<file path="config.mk">
export PLATFORM = sky130hd
export DESIGN_NAME = csp_core_regs
export DESIGN_NICKNAME = d
export VERILOG_FILES = /design/src/shared/csp_pkg.sv /design/src/hdl/csp_core_regs.sv
export SDC_FILE = /design/constraint.sdc
export NUM_CORES = 1
export LEC_CHECK = 0
export BUFFER_PORTS_ARGS = -buffer_cell sky130_fd_sc_hd__buf_4
export CAP_MARGIN = 40
export CORE_MARGIN = 3
export CORE_UTILIZATION = 23
export CTS_CLUSTER_DIAMETER = 200
export CTS_CLUSTER_SIZE = 20
export DETAILED_ROUTE_END_ITERATION = 12
export GPL_TIMING_DRIVEN = 0
export PLACE_DENSITY = 0.43
export SLEW_MARGIN = 20
export SYNTH_ARGS = -nofsm -noshare
export SYNTH_HDL_FRONTEND = slang
export SYNTH_SLANG_ARGS = --single-unit
</file>
<file path="constraint.sdc">
create_clock -name clk -period 5.9 [get_ports clk]
set_input_delay 0.295 -clock clk [delete_from_list [all_inputs] [get_ports clk]]
set_output_delay 0.295 -clock clk [all_outputs]
set_load 0.02 [all_outputs]
</file>
<file path="src/shared/csp_pkg.sv">
`default_nettype none
package csp_pkg;
    // Register offsets on the plain register port
    localparam logic [3:0] OFS_BANK_PTR    = 4'h0;
    localparam logic [3:0] OFS_STATUS      = 4'h1;
    localparam logic [3:0] OFS_PC_LOW      = 4'h2;
    localparam logic [3:0] OFS_TBL_LOW     = 4'h3;
    localparam logic [3:0] OFS_TBL_HIGH    = 4'h4;
    localparam logic [3:0] OFS_TBL_LATCH   = 4'h5;
    localparam logic [3:0] OFS_ACC         = 4'h6;
    localparam logic [3:0] OFS_IRQ_STAT    = 4'h7;
    localparam logic [3:0] OFS_IRQ_MASK    = 4'h8;
    localparam logic [3:0] OFS_PC_HIGH     = 4'h9;
    // Status bit positions
    localparam int BIT_C   = 0;
    localparam int BIT_AC  = 1;
    localparam int BIT_Z   = 2;
    localparam int BIT_OV  = 3;
    localparam int BIT_PDF = 4;
    localparam int BIT_TO  = 5;
    localparam int BIT_CZ  = 6;
    localparam int BIT_SC  = 7;
    // Reset values and the software status write mask
    localparam logic [7:0] RST_BYTE   = 8'h00;
    localparam logic [7:0] RST_STATUS = 8'h00;
    localparam logic [7:0] SW_STATUS_MASK = 8'hCF;
    // Interrupt event bit positions
    localparam int EV_WDT_TIMEOUT = 0;
    localparam int EV_HALT        = 1;
    localparam int EV_PC_JUMP     = 2;
    localparam int EV_TABLE_DONE  = 3;
    localparam int NUM_EVENTS     = 4;
    // Dummy cycles after a program counter low write
    localparam int PCL_DUMMY_CYCLES = 1;

    typedef enum logic [3:0] {
        CSP_OP_NONE,
        CSP_OP_ADD,
        CSP_OP_ADC,
        CSP_OP_SUB,
        CSP_OP_SBC,
        CSP_OP_AND,
        CSP_OP_OR,
        CSP_OP_XOR,
        CSP_OP_RLC,
        CSP_OP_RRC,
        CSP_OP_MOV_TO_ACC,
        CSP_OP_MOV_FROM_ACC
    } csp_op_e;

    typedef enum logic [2:0] {
        CSP_CTL_NONE,
        CSP_CTL_JUMP,
        CSP_CTL_CALL,
        CSP_CTL_TABLE_READ,
        CSP_CTL_WDT_CLEAR,
        CSP_CTL_HALT
    } csp_ctl_e;

    // One issued instruction from the core sequencer
    typedef struct packed {
        logic       valid;
        csp_op_e    op;
        csp_ctl_e   ctl;
        logic [7:0] operand;
        logic       to_mem;
        logic [11:0] target;
    } csp_instr_s;

    // Write-back towards data memory
    typedef struct packed {
        logic       valid;
        logic [7:0] data;
    } csp_wb_s;

    // Program memory fetch request
    typedef struct packed {
        logic        valid;
        logic [12:0] addr;
    } csp_pfetch_s;
endpackage : csp_pkg
`default_nettype wire

</file>
<file path="src/hdl/csp_core_regs.sv">
// The implementer's own choices: the address-and-strobe port and the register addresses.
`default_nettype none
module csp_core_regs #(
    parameter int PC_LOW_W = 8
) (
    input  wire logic                clk,
    input  wire logic                resetn,
    input  wire logic [3:0]          reg_addr,
    input  wire logic [7:0]          reg_wdata,
    input  wire logic                reg_wr,
    input  wire logic                reg_rd,
    output logic [7:0]               reg_rdata,
    input  wire csp_pkg::csp_instr_s instr,
    input  wire logic                wdt_timeout,
    input  wire logic [7:0]          mem_rdata,
    input  wire logic [15:0]         prog_rdata,
    input  wire logic                prog_rvalid,
    output csp_pkg::csp_pfetch_s     prog_fetch,
    output csp_pkg::csp_wb_s         mem_wb,
    output logic [12:0]              pc,
    output logic                     dummy_cycle,
    output logic                     irq
);
    import csp_pkg::*;

    // ------------------------------------------------------------
    // Storage
    // ------------------------------------------------------------
    logic        bank_select_bit_q;
    logic [7:0]  status_q;
    logic [7:0]  acc_q;
    logic [7:0]  table_ptr_low_q;
    logic [7:0]  table_ptr_high_q;
    logic [7:0]  table_high_latch_q;
    logic [12:0] pc_q;
    logic        dummy_q;
    logic        tbl_busy_q;
    logic        tbl_to_mem_q;
    logic [NUM_EVENTS-1:0] ev_stat_q;
    logic [NUM_EVENTS-1:0] ev_mask_q;
    logic [7:0]  rdata_q;
    logic        irq_q;
    csp_pfetch_s fetch_q;
    csp_wb_s     wb_q;

    // ------------------------------------------------------------
    // Flag arithmetic
    // ------------------------------------------------------------
    function automatic logic [9:0] add8(input logic [7:0] a,
                                        input logic [7:0] b,
                                        input logic       cin);
        logic [7:0] s7;
        logic [8:0] s8;
        s7 = {1'b0, a[6:0]} + {1'b0, b[6:0]} + {7'h00, cin};
        s8 = {1'b0, a} + {1'b0, b} + {8'h00, cin};
        // Carry out, overflow, result
        add8 = {s8[8], s7[7] ^ s8[8], s8[7:0]};
    endfunction : add8

    function automatic logic nib_carry(input logic [7:0] a,
                                       input logic [7:0] b,
                                       input logic       cin);
        logic [4:0] lo;
        lo = {1'b0, a[3:0]} + {1'b0, b[3:0]} + {4'h0, cin};
        nib_carry = lo[4];
    endfunction : nib_carry

    logic [7:0] alu_res;
    logic [7:0] flags_d;
    logic       alu_writes;
    logic [9:0] sum;
    logic [7:0] rhs;
    logic       cin;

    always_comb
    begin
        rhs        = instr.operand;
        cin        = 1'b0;
        sum        = 10'h000;
        alu_res    = acc_q;
        flags_d    = status_q;
        alu_writes = 1'b0;
        unique case (instr.op)
            CSP_OP_ADD, CSP_OP_ADC, CSP_OP_SUB, CSP_OP_SBC:
            begin
                rhs = (instr.op inside {CSP_OP_SUB, CSP_OP_SBC}) ?
                      ~instr.operand : instr.operand;
                cin = (instr.op == CSP_OP_SUB) ||
                      (instr.op != CSP_OP_ADD && status_q[BIT_C]);
                sum     = add8(acc_q, rhs, cin);
                alu_res = sum[7:0];
                alu_writes = 1'b1;
                flags_d[BIT_C]  = sum[9];
                flags_d[BIT_AC] = nib_carry(acc_q, rhs, cin);
                flags_d[BIT_OV] = sum[8];
                flags_d[BIT_SC] = sum[8] ^ sum[7];
            end
            CSP_OP_AND, CSP_OP_OR, CSP_OP_XOR:
            begin
                alu_writes = 1'b1;
                alu_res = (instr.op == CSP_OP_AND) ? acc_q & instr.operand :
                          (instr.op == CSP_OP_OR)  ? acc_q | instr.operand :
                                                     acc_q ^ instr.operand;
            end
            CSP_OP_RLC:
            begin
                alu_writes = 1'b1;
                alu_res = {instr.operand[6:0], status_q[BIT_C]};
                flags_d[BIT_C] = instr.operand[7];
            end
            CSP_OP_RRC:
            begin
                alu_writes = 1'b1;
                alu_res = {status_q[BIT_C], instr.operand[7:1]};
                flags_d[BIT_C] = instr.operand[0];
            end
            CSP_OP_MOV_TO_ACC: alu_res = mem_rdata;
            default: alu_res = acc_q;
        endcase
        if (alu_writes)
        begin
            flags_d[BIT_Z] = (alu_res == 8'h00);
            if (instr.op == CSP_OP_SUB)
                flags_d[BIT_CZ] = flags_d[BIT_Z];
            else if (instr.op == CSP_OP_SBC)
                flags_d[BIT_CZ] = status_q[BIT_CZ]
                                & flags_d[BIT_Z];
        end
    end

    logic op_live;
    logic sw_wr;
    logic ctl_live;
    assign op_live  = instr.valid && !dummy_q && !tbl_busy_q;
    assign ctl_live = op_live;
    assign sw_wr    = reg_wr;

    // ------------------------------------------------------------
    // Accumulator and write-back
    // ------------------------------------------------------------
    always_ff @(posedge clk or negedge resetn)
    begin
        if (!resetn)
        begin
            acc_q <= RST_BYTE;
            wb_q  <= '0;
        end
        else
        begin
            wb_q.valid <= 1'b0;
            if (sw_wr && reg_addr == OFS_ACC)
            begin
                acc_q <= reg_wdata;
            end
            else if (op_live && instr.op == CSP_OP_MOV_FROM_ACC)
            begin
                wb_q.valid <= 1'b1;
                wb_q.data  <= acc_q;
            end
            else if (op_live && (alu_writes ||
                     instr.op == CSP_OP_MOV_TO_ACC))
            begin
                if (instr.to_mem && alu_writes)
                begin
                    wb_q.valid <= 1'b1;
                    wb_q.data  <= alu_res;
                end
                else
                begin
                    acc_q <= alu_res;
                end
            end
            else if (tbl_busy_q && prog_rvalid && !tbl_to_mem_q)
            begin
                acc_q <= prog_rdata[7:0];
            end
            if (tbl_busy_q && prog_rvalid && tbl_to_mem_q)
            begin
                wb_q.valid <= 1'b1;
                wb_q.data  <= prog_rdata[7:0];
            end
        end
    end

    // ------------------------------------------------------------
    // Status register
    // ------------------------------------------------------------
    always_ff @(posedge clk or negedge resetn)
    begin
        if (!resetn)
        begin
            status_q <= RST_STATUS;
        end
        else
        begin
            // Flags land with the result, no save on call
            if (op_live)
            begin
                status_q[7:6] <= flags_d[7:6];
                status_q[3:0] <= flags_d[3:0];
            end
            if (sw_wr && reg_addr == OFS_STATUS)
            begin
                status_q <= (reg_wdata & SW_STATUS_MASK)
                          | (status_q & ~SW_STATUS_MASK);
            end
            if (ctl_live && instr.ctl == CSP_CTL_WDT_CLEAR)
            begin
                status_q[BIT_TO]  <= 1'b0;
                status_q[BIT_PDF] <= 1'b0;
            end
            else if (ctl_live && instr.ctl == CSP_CTL_HALT)
            begin
                status_q[BIT_TO]  <= 1'b0;
                status_q[BIT_PDF] <= 1'b1;
            end
            if (wdt_timeout)
            begin
                status_q[BIT_TO] <= 1'b1;
            end
        end
    end

    // ------------------------------------------------------------
    // Bank pointer, program counter, table pointer
    // ------------------------------------------------------------
    always_ff @(posedge clk or negedge resetn)
    begin
        if (!resetn)
        begin
            bank_select_bit_q <= 1'b0;
        end
        else if (sw_wr && reg_addr == OFS_BANK_PTR)
        begin
            bank_select_bit_q <= reg_wdata[0];
        end
    end

    always_ff @(posedge clk or negedge resetn)
    begin
        if (!resetn)
        begin
            pc_q    <= 13'h0000;
            dummy_q <= 1'b0;
        end
        else
        begin
            dummy_q <= 1'b0;
            if (sw_wr && reg_addr == OFS_PC_LOW)
            begin
                pc_q[PC_LOW_W-1:0] <= reg_wdata;
                dummy_q <= 1'b1;
            end
            else if (ctl_live && (instr.ctl == CSP_CTL_JUMP ||
                                  instr.ctl == CSP_CTL_CALL))
            begin
                pc_q <= {bank_select_bit_q, instr.target};
            end
            else if (op_live)
            begin
                pc_q <= pc_q + 13'h0001;
            end
        end
    end

    always_ff @(posedge clk or negedge resetn)
    begin
        if (!resetn)
        begin
            table_ptr_low_q    <= RST_BYTE;
            table_ptr_high_q   <= RST_BYTE;
            table_high_latch_q <= RST_BYTE;
            tbl_busy_q         <= 1'b0;
            tbl_to_mem_q       <= 1'b0;
            fetch_q            <= '0;
        end
        else
        begin
            fetch_q.valid <= 1'b0;
            if (sw_wr && reg_addr == OFS_TBL_LOW)
            begin
                table_ptr_low_q <= reg_wdata;
            end
            if (sw_wr && reg_addr == OFS_TBL_HIGH)
            begin
                table_ptr_high_q <= reg_wdata;
            end
            if (ctl_live && instr.ctl == CSP_CTL_TABLE_READ)
            begin
                tbl_busy_q    <= 1'b1;
                tbl_to_mem_q  <= instr.to_mem;
                fetch_q.valid <= 1'b1;
                fetch_q.addr  <= {table_ptr_high_q[4:0], table_ptr_low_q};
            end
            else if (tbl_busy_q && prog_rvalid)
            begin
                tbl_busy_q         <= 1'b0;
                table_high_latch_q <= prog_rdata[15:8];
            end
        end
    end

    // ------------------------------------------------------------
    // Events and interrupt
    // ------------------------------------------------------------
    logic [NUM_EVENTS-1:0] ev_now;
    always_comb
    begin
        ev_now = '0;
        ev_now[EV_WDT_TIMEOUT] = wdt_timeout;
        ev_now[EV_HALT]       = ctl_live && instr.ctl == CSP_CTL_HALT;
        ev_now[EV_PC_JUMP]    = sw_wr && reg_addr == OFS_PC_LOW;
        ev_now[EV_TABLE_DONE] = tbl_busy_q && prog_rvalid;
    end

    always_ff @(posedge clk or negedge resetn)
    begin
        if (!resetn)
        begin
            ev_stat_q <= '0;
            ev_mask_q <= '0;
            irq_q     <= 1'b0;
        end
        else
        begin
            // Set beats the read-clear
            if (reg_rd && reg_addr == OFS_IRQ_STAT)
            begin
                ev_stat_q <= ev_now;
            end
            else
            begin
                ev_stat_q <= ev_stat_q | ev_now;
            end
            if (sw_wr && reg_addr == OFS_IRQ_MASK)
            begin
                ev_mask_q <= reg_wdata[NUM_EVENTS-1:0];
            end
            irq_q <= |(ev_stat_q & ev_mask_q);
        end
    end

    // ------------------------------------------------------------
    // Register read port
    // ------------------------------------------------------------
    always_ff @(posedge clk or negedge resetn)
    begin
        if (!resetn)
        begin
            rdata_q <= RST_BYTE;
        end
        else if (reg_rd)
        begin
            unique case (reg_addr)
                OFS_BANK_PTR:  rdata_q <= {7'h00, bank_select_bit_q};
                OFS_STATUS:    rdata_q <= status_q;
                OFS_PC_LOW:    rdata_q <= pc_q[7:0];
                OFS_PC_HIGH:   rdata_q <= {3'h0, pc_q[12:8]};
                OFS_TBL_LOW:   rdata_q <= table_ptr_low_q;
                OFS_TBL_HIGH:  rdata_q <= table_ptr_high_q;
                OFS_TBL_LATCH: rdata_q <= table_high_latch_q;
                OFS_ACC:       rdata_q <= acc_q;
                OFS_IRQ_STAT:  rdata_q <= {4'h0, ev_stat_q};
                OFS_IRQ_MASK:  rdata_q <= {4'h0, ev_mask_q};
                default:       rdata_q <= 8'h00;
            endcase
        end
        else
            rdata_q <= 8'h00;
    end

    assign reg_rdata   = rdata_q;
    assign prog_fetch  = fetch_q;
    assign mem_wb      = wb_q;
    assign pc          = pc_q;
    assign dummy_cycle = dummy_q;
    assign irq         = irq_q;
endmodule : csp_core_regs
`default_nettype wire

</file>
==> run_results.csv, run 1 <==
group,metric,value,unit
outcome,outcome,"finished, final reports clean",
synthesis,synth_fp_nets,826,
synthesis,yosys-top-cells-area,"dfrtp_1 37%, mux2_2 7.5%, nand2_1 5.7%, ha_1 4.6%, nor2_1 4.1%",
synthesis,syn_area,0.00648,mm2
finish,diodes,0,
route,viasPerCell,4.87,
critical_path,cp_data_arrival_time,4.51,ns
sta,finalCritPeriodShare,71.5,%
route,wl,23.6,mm
die,initial_core_util,23.7,%
sta,fin_setup_tns,0,ns
global_routing,grtUsageTotal,15.6,%
finish,final_util,29.7,%
die,die_w,174,um
global_routing,use_met1,23.1,%
clock_tree,cts_hold_buf,1,
sta,hold_viol,0,
finish,nets,949,
sta,worst_slew_pin_slew,0.723,ns
placement,port_buffers,110,
global_routing,use_met3,2.84,%
placement,dp_cells,1212,
global_routing,antenna_found_initial,2,
finish,area_growth,25.3,%
power_and_ir_drop,peakVddDrop,0.000141,V
finish,final_cell_mix,"113 x buf_4, 98 x nand2_1, 97 x dfrtp_1, 70 x nor2_1, 52 x a21oi_1",
synthesis,synth_cell_types,73,
sta,whs,0.131,ns
critical_path,cp_slowest_stage_delay,0.46,ns
global_routing,use_met2,23.7,%
power_and_ir_drop,power_density,323,mW/mm2
sta,final.setup.worst_slack,1.68,ns
sta,slew_violations,0,
clock_tree,htree_levels,3,
route,first_pass_iters,5,
clock_tree,cts_max_path_buffers,2,
critical_path,critical_path_class,"in -> reg",
global_routing,grt_overflow_total,0,
critical_path,cp-end-kind,"flip-flop",
synthesis,ys_warn_count,0,
clock_tree,clk_latency,0.36,ns
synthesis,synthCells,729,
route,drc,0,
synthesis,yosysTopAreaCell,"dfrtp_1",
synthesis,synth_edf_count,0,
placement,place_ws,1.33,ns
die,num_io_pins,117,
global_routing,grt_max_degree,69,
clock_tree,clk_pin_slew,0.07,ns
die,floorplan.die_area,0.0302,mm2
sta,rsz0062_at_grt,"no",
die,rows,60,
global_routing,grt_pass1_wl,36.9,mm
clock_tree,clockRootBuffer,"clkbuf_16",
synthesis,synthFlopType,"dfrtp_1",
route,drt_iter0_drc,409,
critical_path,crit_slowest_cell,"fa_1",
placement,hpwl,18.3,mm
critical_path,crit_fanout,10,
finish,final_common_cell,"buf_4",
synthesis,yosysTopAreaCellShare,37.4,%
sta,period_minus_slack,4.22,ns
placement,gp_congestion,0.876,
clock_tree,cts_buffers,9,
route,routed-via-count,5981,
synthesis,syn-mean-instance-area,8.90,um2
min_path,hold_class,"in -> reg",
critical_path,cp_num_buf_inv,2,
critical_path,critPathLaunchType,"input pin",
critical_path,required,6.19,ns
sta,fmax,237,MHz
global_routing,grt_busiest_layer,"met2",
die,dieHeight,174,um
power_and_ir_drop,leakage,3.60,nW
flow_run,drv_cap,0,
clock_tree,cts_sinks,97,
finish,largest_reg_flops,14,
global_routing,grt_pass1_vias,6124,
finish,fillers,3009,
sta,setup_viol,0,
synthesis,seq_area_frac_synth,37.4,%
clock_tree,ctsResizeCount,0,
route,routedWlPerCell,19.2,um
route,antenna_left,0,
critical_path,crit_chain,"buf_4, buf_6, nor3b_2, nor2_1, nor2_4, xnor2_1, fa_1, fa_1, a21o_1, a21oi_1, o21ai_0, xnor2_1, a211oi_1, o21bai_1, and4_1, a31o_1",
synthesis,async_flop_share,100,%
clock_tree,post_cts_buffers,0,
die,core,0.0273,mm2
synthesis,synth_seq_cells,97,
sta,finalClockSkew,0.00784,ns
finish,drive_gt1_share,24.5,%
sta,slew_headroom,51.8,%
clock_tree,cts_tree,"built",
finish,fin_cells,1229,
critical_path,crit_family,"compound AO/OA/AOI/OAI gates",
## cells by family after synthesis
kind of cell / count (synthesis) / synth area share [%]
and+or+nand+nor: 248 / 18.2
AOI/OAI and AO/OA: 207 / 20.9
DFF: 97 / 37.4
buffers and inverters: 76 / 6.04
muxes: 59 / 9.99
adders and majority gates: 26 / 5.25
xor gates and xnor gates: 16 / 2.16
## worst paths after layout
check / from / to / slack, ns / cells after the start
worst min register to register: prog_fetch[12] / prog_fetch[12] / 0.48 / 2
max in group asynchronous: resetn / pc[1] / 4.88 / 3
worst min-delay path: wdt_timeout / ev_stat_q[0] / 0.13 / 2
min in group asynchronous: resetn / prog_fetch[13] / 0.38 / 2
worst max register to register: status_q[0] / status_q[2] / 2.26 / 12
worst max-delay path: instr[26] / status_q[2] / 1.68 / 16
## where the power goes
| group | internal [mW] | switching (mW) | leakage [nW] |
|---|---|---|---|
| clock network | 0.333 | 0.276 | 0.142 |
| registers | 0.836 | 0.218 | 1.19 |
| logic | 0.437 | 0.524 | 2.27 |
| total | 1.61 | 1.02 | 3.60 |
## cell type report
type                    instances  area [um2]  area share, %
well taps                     372         465           5.73
repair buffers                112         867           10.7
plain buffers                  43         268           3.30
flip-flops and latches         97        2430           29.9
clock buffers                   9         225           2.77
multi-input cells             556        3670           45.1
inverters                      33         124           1.52
clock inverters                 7        80.1          0.986
## routing by layer
layer / share of wire [%] / wire length (um)
met5: 0.055 / 13
met4: 1.2 / 285
met3: 4.7 / 1100
met2: 44 / 10500
met1: 50 / 11800
## worst reg2reg max path, cell delays in order, from the launching register on
cell and delay (ns):
dfrtp_1 0.47, nand2_1 0.09, o21ai_0 0.12, fa_1 0.45
fa_1 0.43, a21o_1 0.18, a21oi_1 0.31, o21ai_0 0.22
xnor2_1 0.16, a211oi_1 0.43, o21bai_1 0.26, and4_1 0.29
a31o_1 0.16
## metrics by stage
| stage | area, um2 | total power, mW |
|---|---|---|
| final | 8120 | 2.62 |
| after global routing | 8120 | 2.80 |
| after CTS | 8120 | 2.65 |
| after detailed placement | 7810 | 2.03 |
| after global placement | 7780 | 2.02 |
| after floorplan | 6480 | 1.59 |
## cells in the mapped netlist, types with 4 or more instances
library cell and instances:
a22oi_1 14, buf_2 6, a32oi_1 4, buf_6 8, a211oi_1 16, buf_4 4, a21oi_1 52, and4_1 4
ha_1 24, dfrtp_1 97, nor2_1 70, nand2b_1 6, and3_1 10, o211ai_1 4, clkbuf_1 18, o21ai_0 49
a221o_1 4, buf_1 4, mux2_2 43, nand3_1 22, xnor2_1 14, nor2b_1 4, a31oi_1 13, o22ai_1 8
nor3_1 8, mux2i_1 15, nand2_1 98, inv_1 32, a21o_1 9, o21bai_1 4
(Power assumes the default switching activity.)
==> run 2: changes to the inputs <==
--- a/config.mk
+++ b/config.mk
@@ -13,7 +13,7 @@
 export CTS_CLUSTER_SIZE = 20
 export DETAILED_ROUTE_END_ITERATION = 12
 export GPL_TIMING_DRIVEN = 0
-export PLACE_DENSITY = 0.43
+export PLACE_DENSITY = 0.44
 export SLEW_MARGIN = 20
 export SYNTH_ARGS = -nofsm -noshare
 export SYNTH_HDL_FRONTEND = slang
==> constraint.sdc (replaced) <==
create_clock -name clk -period 3.8 [get_ports clk]
set_input_delay 0.19 -clock clk [delete_from_list [all_inputs] [get_ports clk]]
set_output_delay 0.19 -clock clk [all_outputs]
set_load 0.02 [all_outputs]
==> run_results.csv, run 2 (same netlist as run 1, synthesis figures left out) <==
group,metric,value,unit
global_routing,grtUsageTotal,15.3,%
route,wl,23.4,mm
clock_tree,cts_max_path_buffers,2,
die,num_io_pins,117,
finish,final_cell_mix,"116 x buf_4, 98 x nand2_1, 97 x dfrtp_1, 70 x nor2_1, 51 x a21oi_1",
sta,worst_slew_pin_slew,0.706,ns
sta,finalClockSkew,0.00788,ns
die,initial_core_util,23.7,%
critical_path,cp_data_arrival_time,3.79,ns
clock_tree,clk_pin_slew,0.07,ns
clock_tree,cts_sinks,97,
route,viasPerCell,4.81,
die,die_w,174,um
sta,setup_viol,0,
sta,slew_headroom,52.9,%
global_routing,grt_overflow_total,0,
die,core,0.0273,mm2
sta,final.setup.worst_slack,0.248,ns
clock_tree,cts_buffers,9,
finish,drive_gt1_share,25.1,%
die,rows,60,
clock_tree,clockRootBuffer,"clkbuf_16",
placement,place_ws,-0.710,ns
critical_path,required,4.03,ns
placement,hpwl,18.2,mm
route,drt_iter0_drc,408,
critical_path,cp-end-kind,"flip-flop",
critical_path,critPathLaunchType,"input pin",
sta,slew_violations,0,
placement,gp_congestion,0.857,
power_and_ir_drop,power_density,506,mW/mm2
clock_tree,htree_levels,3,
placement,placed_area,0.00781,mm2
critical_path,crit_fanout,10,
sta,period_minus_slack,3.55,ns
finish,fillers,2952,
die,dieHeight,174,um
finish,largest_reg_flops,14,
power_and_ir_drop,peakVddDrop,0.000251,V
outcome,outcome,"finished, final reports clean",
clock_tree,clk_latency,0.35,ns
route,first_pass_iters,4,
placement,port_buffers,110,
critical_path,critical_path_class,"in -> reg",
finish,finalInstanceArea,0.00818,mm2
global_routing,grt_pass1_vias,5902,
global_routing,antenna_found_initial,2,
die,floorplan.die_area,0.0302,mm2
route,routed-via-count,5920,
sta,rsz0062_at_grt,"no",
sta,finalCritPeriodShare,93.5,%
route,drc,0,
min_path,hold_class,"in -> reg",
finish,nets,952,
sta,fmax,282,MHz
global_routing,grt_pass1_wl,36.1,mm
sta,whs,0.0338,ns
sta,fin_setup_tns,0,ns
global_routing,grt_max_degree,72,
finish,diodes,0,
clock_tree,cts_tree,"built",
finish,area_growth,26.2,%
flow_run,drv_cap,0,
route,routedWlPerCell,19.0,um
route,antenna_left,0,
power_and_ir_drop,leakage,3.63,nW
finish,final_common_cell,"buf_4",
sta,hold_viol,0,
run 2: changes by cell type in the layout (fill, tap and decap cells not counted), sizes merged:
cell	delta
buf	+3
inv	-1
clkbuf	+1
bufinv	+1
clkinv	-2
run 2: layout make-up:
type	count	area, um2	area share, %
repair buffers	115	890	10.9
multi-input cells	556	3690	45.1
plain buffers	43	268	3.27
inverters	33	124	1.51
clock buffers	10	239	2.92
clock inverters	5	80.1	0.979
well taps	372	465	5.69
flip-flops and latches	97	2430	29.7
run 2: through the flow:
step           power, mW  cells  utilization, %
4_1_cts             4.15   1229            29.8
5_1_grt             4.41   1231            29.9
2_1_floorplan       2.47    729               -
3_3_place_gp        3.13   1211            28.5
3_5_place_dp        3.15   1212            28.6
6_report            4.14   1231            29.9
run 2: final timing paths:
| check | startpoint | end | slack, ns | cells after the start |
|---|---|---|---|---|
| max | instr[24] | status_q[6] | 0.25 | 19 |
| min | wdt_timeout | ev_stat_q[0] | 0.03 | 2 |
| max reg2reg | status_q[0] | status_q[6] | 0.58 | 12 |
| min reg2reg | prog_fetch[4] | prog_fetch[4] | 0.48 | 2 |
| max in group asynchronous | resetn | status_q[0] | 2.90 | 3 |
| min in group asynchronous | resetn | prog_fetch[13] | 0.27 | 2 |
run 2: worst max-delay path: stages:
cell      delay (ns)
buf_6           0.13
buf_8           0.14
buf_8           0.15
buf_4           0.19
nand2_1         0.07
nor2_1          0.08
nor2_1          0.07
nor2_4          0.15
buf_4           0.22
xnor2_1         0.20
ha_1            0.31
a211oi_2        0.23
nor2_1          0.12
o41ai_2         0.43
mux2i_1         0.18
nand2_1         0.09
o21ai_0         0.20
a41o_1          0.30
a221o_1         0.33
run 2: repair_timing:
item | 4_1_cts | 5_1_grt
setup endpoints to repair | 7 | 3
gates resized for setup | 1 | 5
hold buffers | 1 | 0
endpoints found under the hold margin | 26 | 0
setup buffers | 1 | 2
pin swaps | 1 | 3
run 2: layer usage:
layer | track usage (%) | routed length, um | share of wire [%] | vias up
met5 | 0 | 13 | 0.056 | -
met4 | 2.68 | 225 | 0.96 | 2
met3 | 2.82 | 1090 | 4.7 | 17
met2 | 23.4 | 10200 | 44 | 164
met1 | 22.7 | 11900 | 51 | 2872
li1 | - | - | - | 2865
run 2: where the power goes:
| part | internal, mW | total [mW] | switching (mW) |
|---|---|---|---|
| Combinational | 0.698 | 1.53 | 0.827 |
| Clock | 0.590 | 0.982 | 0.392 |
| Sequential | 1.30 | 1.64 | 0.336 |
